$ cat config.mk
export PLATFORM = sky130hd
export DESIGN_NAME = sfxg_gate
export DESIGN_NICKNAME = d
export VERILOG_FILES = /design/src/rtl/sfxg_gate.v
export VERILOG_INCLUDE_DIRS = /design/src /design/src/rtl
export SDC_FILE = /design/constraint.sdc
export NUM_CORES = 1
export LEC_CHECK = 0
export BUFFER_PORTS_ARGS = -buffer_cell sky130_fd_sc_hd__buf_2
export CORE_MARGIN = 2
export CORE_UTILIZATION = 52
export DETAILED_ROUTE_END_ITERATION = 10
export PLACE_DENSITY = 0.79
export SKIP_LAST_GASP = 1
export SLEW_MARGIN = 20
export SYNTH_ARGS = -nofsm -noshare
export SYNTH_HDL_FRONTEND = slang
export SYNTH_SLANG_ARGS = --single-unit
$ cat constraint.sdc
create_clock -name core_clk -period 2 [get_ports core_clk]
set_input_delay 0.2 -clock core_clk [delete_from_list [all_inputs] [get_ports core_clk]]
set_output_delay 0.2 -clock core_clk [all_outputs]
set_load 0.01 [all_outputs]
$ cat src/rtl/sfxg_regs.vh
// Constants for the vector floating-point exception gating block
`ifndef SFXG_REGS_VH
`define SFXG_REGS_VH
// Control register bit positions
`define SFXG_CR_EM_BIT      2
`define SFXG_CR_TS_BIT      3
`define SFXG_CR_NE_BIT      5
`define SFXG_CR_OSX_BIT     10
`define SFXG_CR_W           16
`define SFXG_CR_RESET       16'h0000
// Control/status register layout
`define SFXG_CSR_W          32
`define SFXG_CSR_FLAG_LSB   0
`define SFXG_CSR_MASK_LSB   7
`define SFXG_CSR_MASK_MSB   12
`define SFXG_CSR_RESET      32'h0000_0000
`define SFXG_NCOND          6
// Register port offsets
`define SFXG_A_CR           4'h0
`define SFXG_A_CSR          4'h1
`define SFXG_A_IRQ_STAT     4'h2
`define SFXG_A_IRQ_CLR      4'h3
`define SFXG_A_IRQ_EN       4'h4
`define SFXG_A_FAULT        4'h5
// Interrupt event bits
`define SFXG_EV_VFP         0
`define SFXG_EV_UD          1
`define SFXG_EV_NM          2
`define SFXG_EV_SUB         3
`define SFXG_NEV            4
// Fault codes
`define SFXG_F_NONE         2'h0
`define SFXG_F_VFP          2'h1
`define SFXG_F_UD           2'h2
`define SFXG_F_NM           2'h3
// Instruction classes
`define SFXG_OP_FP          3'h0
`define SFXG_OP_PINT        3'h1
`define SFXG_OP_SAVE        3'h2
`define SFXG_OP_RESTORE     3'h3
`define SFXG_OP_GPR         3'h4
`endif

$ cat src/rtl/sfxg_gate.v
// Exception gating for the vector floating-point unit
`timescale 1ns/1ps
`include "sfxg_regs.vh"
module sfxg_gate #(
  parameter NCOND = `SFXG_NCOND,
  parameter DW    = 32
) (
  input  wire             core_clk,
  input  wire             reset_n,
  input  wire [3:0]       reg_addr,
  input  wire [DW-1:0]    reg_wdata,
  input  wire             reg_wr,
  input  wire             reg_rd,
  output reg  [DW-1:0]    reg_rdata,
  input  wire             instr_valid,
  input  wire [2:0]       instr_class,
  input  wire [NCOND-1:0] cond_raw,
  input  wire             hw_task_switch,
  input  wire             clear_task_switched_instr,
  input  wire             ignore_numeric_error_pin,
  output reg              instr_done,
  output reg  [1:0]       fault_code,
  output reg              result_substitute,
  output reg              state_xfer_vector,
  output reg              state_xfer_legacy,
  output reg              irq
);

  reg  [`SFXG_CR_W-1:0]  cr_reg;
  reg  [`SFXG_CSR_W-1:0] csr_reg;
  reg  [`SFXG_NEV-1:0]   ist_reg;
  reg  [`SFXG_NEV-1:0]   ien_reg;
  reg  [1:0]             last_fault_reg;
  reg  [NCOND-1:0]       unmasked;
  wire                   em_flag;
  wire                   ts_flag;
  wire                   osx_flag;
  wire                   is_fp;
  wire                   is_vec;
  wire [NCOND-1:0]       cond_det;
  wire                   any_unmasked;
  wire                   any_masked;
  reg  [1:0]             fault_next;
  wire [`SFXG_NEV-1:0]   ev_set;
  wire                   wr_cr;
  wire                   wr_csr;

  assign em_flag  = cr_reg[`SFXG_CR_EM_BIT];
  assign ts_flag  = cr_reg[`SFXG_CR_TS_BIT];
  assign osx_flag = cr_reg[`SFXG_CR_OSX_BIT];
  assign is_fp    = instr_class == `SFXG_OP_FP;
  // Checksum/popcount class is not a vector op: no gating at all
  assign is_vec   = instr_class != `SFXG_OP_GPR;
  // Numeric detection only on float ops, never packed integer
  assign cond_det = (instr_valid && is_fp) ? cond_raw
                                           : {NCOND{1'b0}};

  // Per-condition mask gating, one bit each
  genvar g;
  generate
    for (g = 0; g < NCOND; g = g + 1) begin : g_mask
      always @* begin
        unmasked[g] = cond_det[g] &
                      ~csr_reg[`SFXG_CSR_MASK_LSB + g];
      end
    end
  endgenerate

  assign any_unmasked = |unmasked;
  assign any_masked   = (|cond_det) & ~any_unmasked;

  // Fault priority: emulation, then task-switched, then numeric.
  // Legacy error flag and ignore pin are deliberately not read here.
  always @* begin
    fault_next = `SFXG_F_NONE;
    if (instr_valid && is_vec) begin
      if (em_flag)
        fault_next = `SFXG_F_UD;
      else if (ts_flag)
        fault_next = `SFXG_F_NM;
      else if (any_unmasked && !osx_flag)
        fault_next = `SFXG_F_UD;
      else if (any_unmasked)
        fault_next = `SFXG_F_VFP;
    end
  end

  assign ev_set[`SFXG_EV_VFP] = fault_next == `SFXG_F_VFP;
  assign ev_set[`SFXG_EV_UD]  = fault_next == `SFXG_F_UD;
  assign ev_set[`SFXG_EV_NM]  = fault_next == `SFXG_F_NM;
  assign ev_set[`SFXG_EV_SUB] = fault_next == `SFXG_F_NONE && any_masked;

  assign wr_cr  = reg_wr && reg_addr == `SFXG_A_CR;
  assign wr_csr = reg_wr && reg_addr == `SFXG_A_CSR;

  // Control register; hardware task switch wins over a software write
  always @(posedge core_clk) begin
    if (!reset_n) begin
      cr_reg <= `SFXG_CR_RESET;
    end else begin
      if (wr_cr)
        cr_reg <= reg_wdata[`SFXG_CR_W-1:0];
      if (clear_task_switched_instr)
        cr_reg[`SFXG_CR_TS_BIT] <= 1'b0;
      if (hw_task_switch)
        cr_reg[`SFXG_CR_TS_BIT] <= 1'b1;
    end
  end

  // Control/status: masks reset to zero, sticky flags accumulate
  always @(posedge core_clk) begin
    if (!reset_n) begin
      csr_reg <= `SFXG_CSR_RESET;
    end else if (wr_csr) begin
      csr_reg <= reg_wdata[`SFXG_CSR_W-1:0];
    end else if (instr_valid && is_fp && !em_flag && !ts_flag) begin
      csr_reg[`SFXG_CSR_FLAG_LSB+NCOND-1:`SFXG_CSR_FLAG_LSB] <=
        csr_reg[`SFXG_CSR_FLAG_LSB+NCOND-1:`SFXG_CSR_FLAG_LSB] | cond_det;
    end
  end

  // Interrupt status: set beats a same-cycle clear
  always @(posedge core_clk) begin
    if (!reset_n) begin
      ist_reg <= {`SFXG_NEV{1'b0}};
      ien_reg <= {`SFXG_NEV{1'b0}};
    end else begin
      if (reg_wr && reg_addr == `SFXG_A_IRQ_EN)
        ien_reg <= reg_wdata[`SFXG_NEV-1:0];
      if (reg_wr && reg_addr == `SFXG_A_IRQ_CLR)
        ist_reg <= (ist_reg & ~reg_wdata[`SFXG_NEV-1:0]) | ev_set;
      else
        ist_reg <= ist_reg | ev_set;
    end
  end

  // Per-instruction outcome, registered one cycle after issue
  always @(posedge core_clk) begin
    if (!reset_n) begin
      instr_done        <= 1'b0;
      fault_code        <= `SFXG_F_NONE;
      result_substitute <= 1'b0;
      state_xfer_vector <= 1'b0;
      state_xfer_legacy <= 1'b0;
      last_fault_reg    <= `SFXG_F_NONE;
      irq               <= 1'b0;
    end else begin
      instr_done        <= instr_valid;
      fault_code        <= fault_next;
      // Masked-only conditions write default result, no handler
      result_substitute <= ev_set[`SFXG_EV_SUB];
      // Save/restore moves data regs plus control/status
      state_xfer_vector <= instr_valid && fault_next == `SFXG_F_NONE &&
                           (instr_class == `SFXG_OP_SAVE ||
                            instr_class == `SFXG_OP_RESTORE);
      // Full save also carries legacy stack and packed-int state
      state_xfer_legacy <= instr_valid && fault_next == `SFXG_F_NONE &&
                           (instr_class == `SFXG_OP_SAVE ||
                            instr_class == `SFXG_OP_RESTORE);
      if (fault_next != `SFXG_F_NONE)
        last_fault_reg <= fault_next;
      irq <= |(ist_reg & ien_reg);
    end
  end

  // Read data one cycle after the strobe; unmapped reads zero
  always @(posedge core_clk) begin
    if (!reset_n) begin
      reg_rdata <= {DW{1'b0}};
    end else if (reg_rd) begin
      case (reg_addr)
        `SFXG_A_CR:       reg_rdata <= {{(DW-`SFXG_CR_W){1'b0}}, cr_reg};
        `SFXG_A_CSR:      reg_rdata <= csr_reg;
        `SFXG_A_IRQ_STAT: reg_rdata <= {{(DW-`SFXG_NEV){1'b0}}, ist_reg};
        `SFXG_A_IRQ_EN:   reg_rdata <= {{(DW-`SFXG_NEV){1'b0}}, ien_reg};
        `SFXG_A_FAULT:    reg_rdata <= {{(DW-2){1'b0}}, last_fault_reg};
        default:          reg_rdata <= {DW{1'b0}};
      endcase
    end else begin
      reg_rdata <= {DW{1'b0}};
    end
  end

endmodule // sfxg_gate

==> impl_metrics.csv <==
group,metric,value,unit
setup_path,max_stage_delay,0.38,ns
setup_path,reg2reg_depth,4,
timing,worstMarginPinSlew,0.672,ns
power_and_ir_drop,p_leak,0.00171,µW
timing,period_needed,1.49,ns
power_and_ir_drop,ir_drop,0.000438,V
yosys,yosysUniqueCellTypes,43,
drt,drtPass1Iterations,4,
timing,slew_viol_final,0,
status,outcome,"finished, final reports clean",
drt,drt-vias-per-instance,5.31,
timing,fmax,0.670,GHz
yosys,ys_warn_count,0,
cts,post-cts-setup-buffer-count,0,
timing,rsz0062_at_grt,"no",
flow_run,drv_cap,0,
timing,tns,0,ns
cts,cts-root-buf,"clkbuf_8",
cells_and_area,drive_gt1_share,26.4,%
drt,wl_per_cell,14.0,µm
timing,fin_skew,0.00701,ns
yosys,yosys.area.top_type,"dfxtp_1",
placed_design,port-buffer-count,90,
cts,cts_hold_buf,0,
placed_design,gp_congestion,0.857,
cts,cts_resized,0,
floorplan,coreArea,6720,µm²
setup_path,crit_cells,4,
power_and_ir_drop,p_clk_share,37.8,%
global_route,grt_pass1_vias,2777,
drt,drc,0,
setup_path,worst_path_max_delay_cell,"dfxtp_1",
yosys,synth_edf_count,0,
setup_path,regToRegSetupSlack,0.51,ns
setup_path,worstSetupStartpointType,"flip-flop",
yosys,ys_seq_area_share,53.8,%
global_route,grt_usage,22.4,%
power_and_ir_drop,switching_share,24.6,%
timing,setup_viol,0,
cells_and_area,insertedDiodeCount,0,
setup_path,crit_start,"csr_reg[9]$_SDFFE_PN0P_",
floorplan,die_w,86.9,µm
yosys,netlist_area,3570,µm²
placed_design,dp_hpwl,5650,µm
power_and_ir_drop,p_int,2630,µW
yosys,async_flop_share,0,%
floorplan,dieArea,7550,µm²
yosys,synth_cells,405,
timing,min_period_over_period,74.6,%
global_route,grt_pass1_wl,13100,µm
global_route,grt_start_max_net_pins,41,
yosys,ys_top_cells_by_area,"dfxtp_1 54%, nand2_1 10%, a21oi_1 8.4%",
setup_path,cp_data_required_time,2.26,ns
setup_path,crit_family,"compound AO/OA/AOI/OAI gates",
drt,antenna_left,0,
cts,cts_sinks,96,
global_route,antenna_found_initial,0,
setup_path,reg2reg_from,"csr_reg[9]$_SDFFE_PN0P_",
setup_path,critical_path.max_fanout,6,
floorplan,rows,30,
floorplan,start_util,53.2,%
power_and_ir_drop,p_per_area,814,nW/µm²
setup_path,endpoint,"last_fault_reg[0]$_SDFFE_PN0P_",
setup_path,worstPathCellList,"nand2b_1 -> o2111ai_1 -> o31a_2 -> a22o_2",
cts,worst_skew_pair.late_latency,0.36,ns
cts,cts_tree,"done",
cts,numCtsBuffers,9,
setup_path,path_class,"flip-flop to flip-flop",
power_and_ir_drop,p_comb_share,6.2,%
drt,routed_wirelength,8080,µm
min_path,hold_path_class,"primary input to flip-flop",
timing,relSlewSlack,54.5,%
cts,cts-htree-levels,3,
yosys,avgSynthCellArea,8.83,µm²
cells_and_area,area_growth,19.8,%
cts,cts.reportedPaths.clkPinSlew,0.10,ns
setup_path,reg2reg_to,"last_fault_reg[0]$_SDFFE_PN0P_",
yosys,synth_top_cell_area_share,53.8,%
setup_path,worstSetupEndpointType,"flip-flop",
cts,clockBufferDepth,2,
floorplan,die_y,86.9,µm
drt,first_iter_violations,165,
floorplan,io_pins,92,
setup_path,cp_data_arrival_time,1.75,ns
power_and_ir_drop,total_power,3490,µW
yosys,ys_ff_latch,96,
drt,via_count,3057,
cells_and_area,final_nets,544,
power_and_ir_drop,pwr-share-seq,56.0,%
global_route,overflow,0,
yosys,syn-num-nets,458,
yosys,synth_ff_type,"dfxtp_1",
setup_path,cp_num_buf_inv,0,
power_and_ir_drop,switching_power,856,µW
timing,hold_viol,0,
==> synthesized netlist by cell type (2+ instances only) <==
cell / count
nand2_1: 98
a222oi_1: 4
buf_4: 5
a31oi_1: 7
a21oi_1: 60
nand3b_1: 2
nor2_1: 17
buf_2: 4
nor3b_1: 4
nand3_1: 4
o31ai_1: 2
mux2_2: 2
nor4b_2: 2
o211ai_1: 4
and2_1: 19
a22oi_1: 14
dfxtp_1: 96
o2111ai_1: 2
inv_1: 8
nand2b_1: 4
clkbuf_1: 14
buf_6: 2
o21ai_0: 11
==> power by group through the flow <==
stage          registers [µW]  clock network, µW  logic, µW
2_1_floorplan            1990                  0        119
3_3_place_gp             1990                  0        210
3_5_place_dp             2000                  0        215
4_1_cts                  1950               1340        216
5_1_grt                  1950               1420        241
6_report                 1950               1320        218
==> kinds of logic after synthesis <==
kind of cell           share of synthesized area (%)
buffers and inverters                           4.90
AO/OA/AOI/OAI                                   18.4
multiplexers                                   0.630
flip-flops                                      53.8
AND/OR/NAND/NOR                                 22.3
==> worst min path at each step <==
stage | startpoint | end | cells past startpoint
2_1_floorplan | clear_task_switched_instr | cr_reg[3]$_SDFFE_PN0P_ | 1
3_3_place_gp | clear_task_switched_instr | cr_reg[3]$_SDFFE_PN0P_ | 2
3_5_place_dp | clear_task_switched_instr | cr_reg[3]$_SDFFE_PN0P_ | 2
4_1_cts | clear_task_switched_instr | cr_reg[3]$_SDFFE_PN0P_ | 2
5_1_grt | clear_task_switched_instr | cr_reg[3]$_SDFFE_PN0P_ | 2
6_report | clear_task_switched_instr | cr_reg[3]$_SDFFE_PN0P_ | 2
==> through the flow <==
stage          util (%)  hold slack (ns)  instances  worst slack [ns]  cell area, µm²
6_report           63.8           0.0199        576             0.508            4280
5_1_grt            63.8           0.0133        576             0.427            4280
4_1_cts            63.8          0.00700        576             0.514            4280
3_5_place_dp       60.6            0.392        560             0.285            4070
3_3_place_gp       60.6            0.389        560             0.339            4070
2_1_floorplan         -            0.303        405             0.507            3570
==> routing by layer <==
| layer | GRT usage (%) | part of all wire, % |
|---|---|---|
| met3 | 3.60 | 7.3 |
| met1 | 31.1 | 44 |
| met4 | 8.81 | 1.4 |
| met5 | 0 | 0 |
| met2 | 34.9 | 47 |
==> cells in the final DEF (no fill, tap or decap), types with 2 or more instances in the layout <==
cell / netlist / final
a21oi_1: 60 / 60
a222oi_1: 4 / 4
a22oi_1: 14 / 14
a31oi_1: 7 / 7
and2_1: 19 / 19
buf_2: 4 / 90
buf_4: 5 / 12
clkbuf_8: 0 / 9
dfxtp_1: 96 / 96
inv_1: 8 / 8
inv_6: 0 / 2
inv_8: 0 / 2
mux2_2: 2 / 2
nand2_1: 98 / 98
nand2b_1: 4 / 4
nand3_1: 4 / 4
nand3b_1: 2 / 2
nor2_1: 17 / 17
nor3b_1: 4 / 4
nor4b_2: 2 / 2
o2111ai_1: 2 / 2
o211ai_1: 4 / 4
o21ai_0: 11 / 11
o31ai_1: 2 / 2
==> cell type report <==
type	count	area, µm²
clock buffers	9	124
clock inverters	7	86.3
fillers	584	2430
inverters	9	33.8
multi-input cells	273	1480
flip-flops and latches	96	1920
well taps	80	100
repair buffers	102	541
No activity file was read; power rests on OpenSTA's default activity.
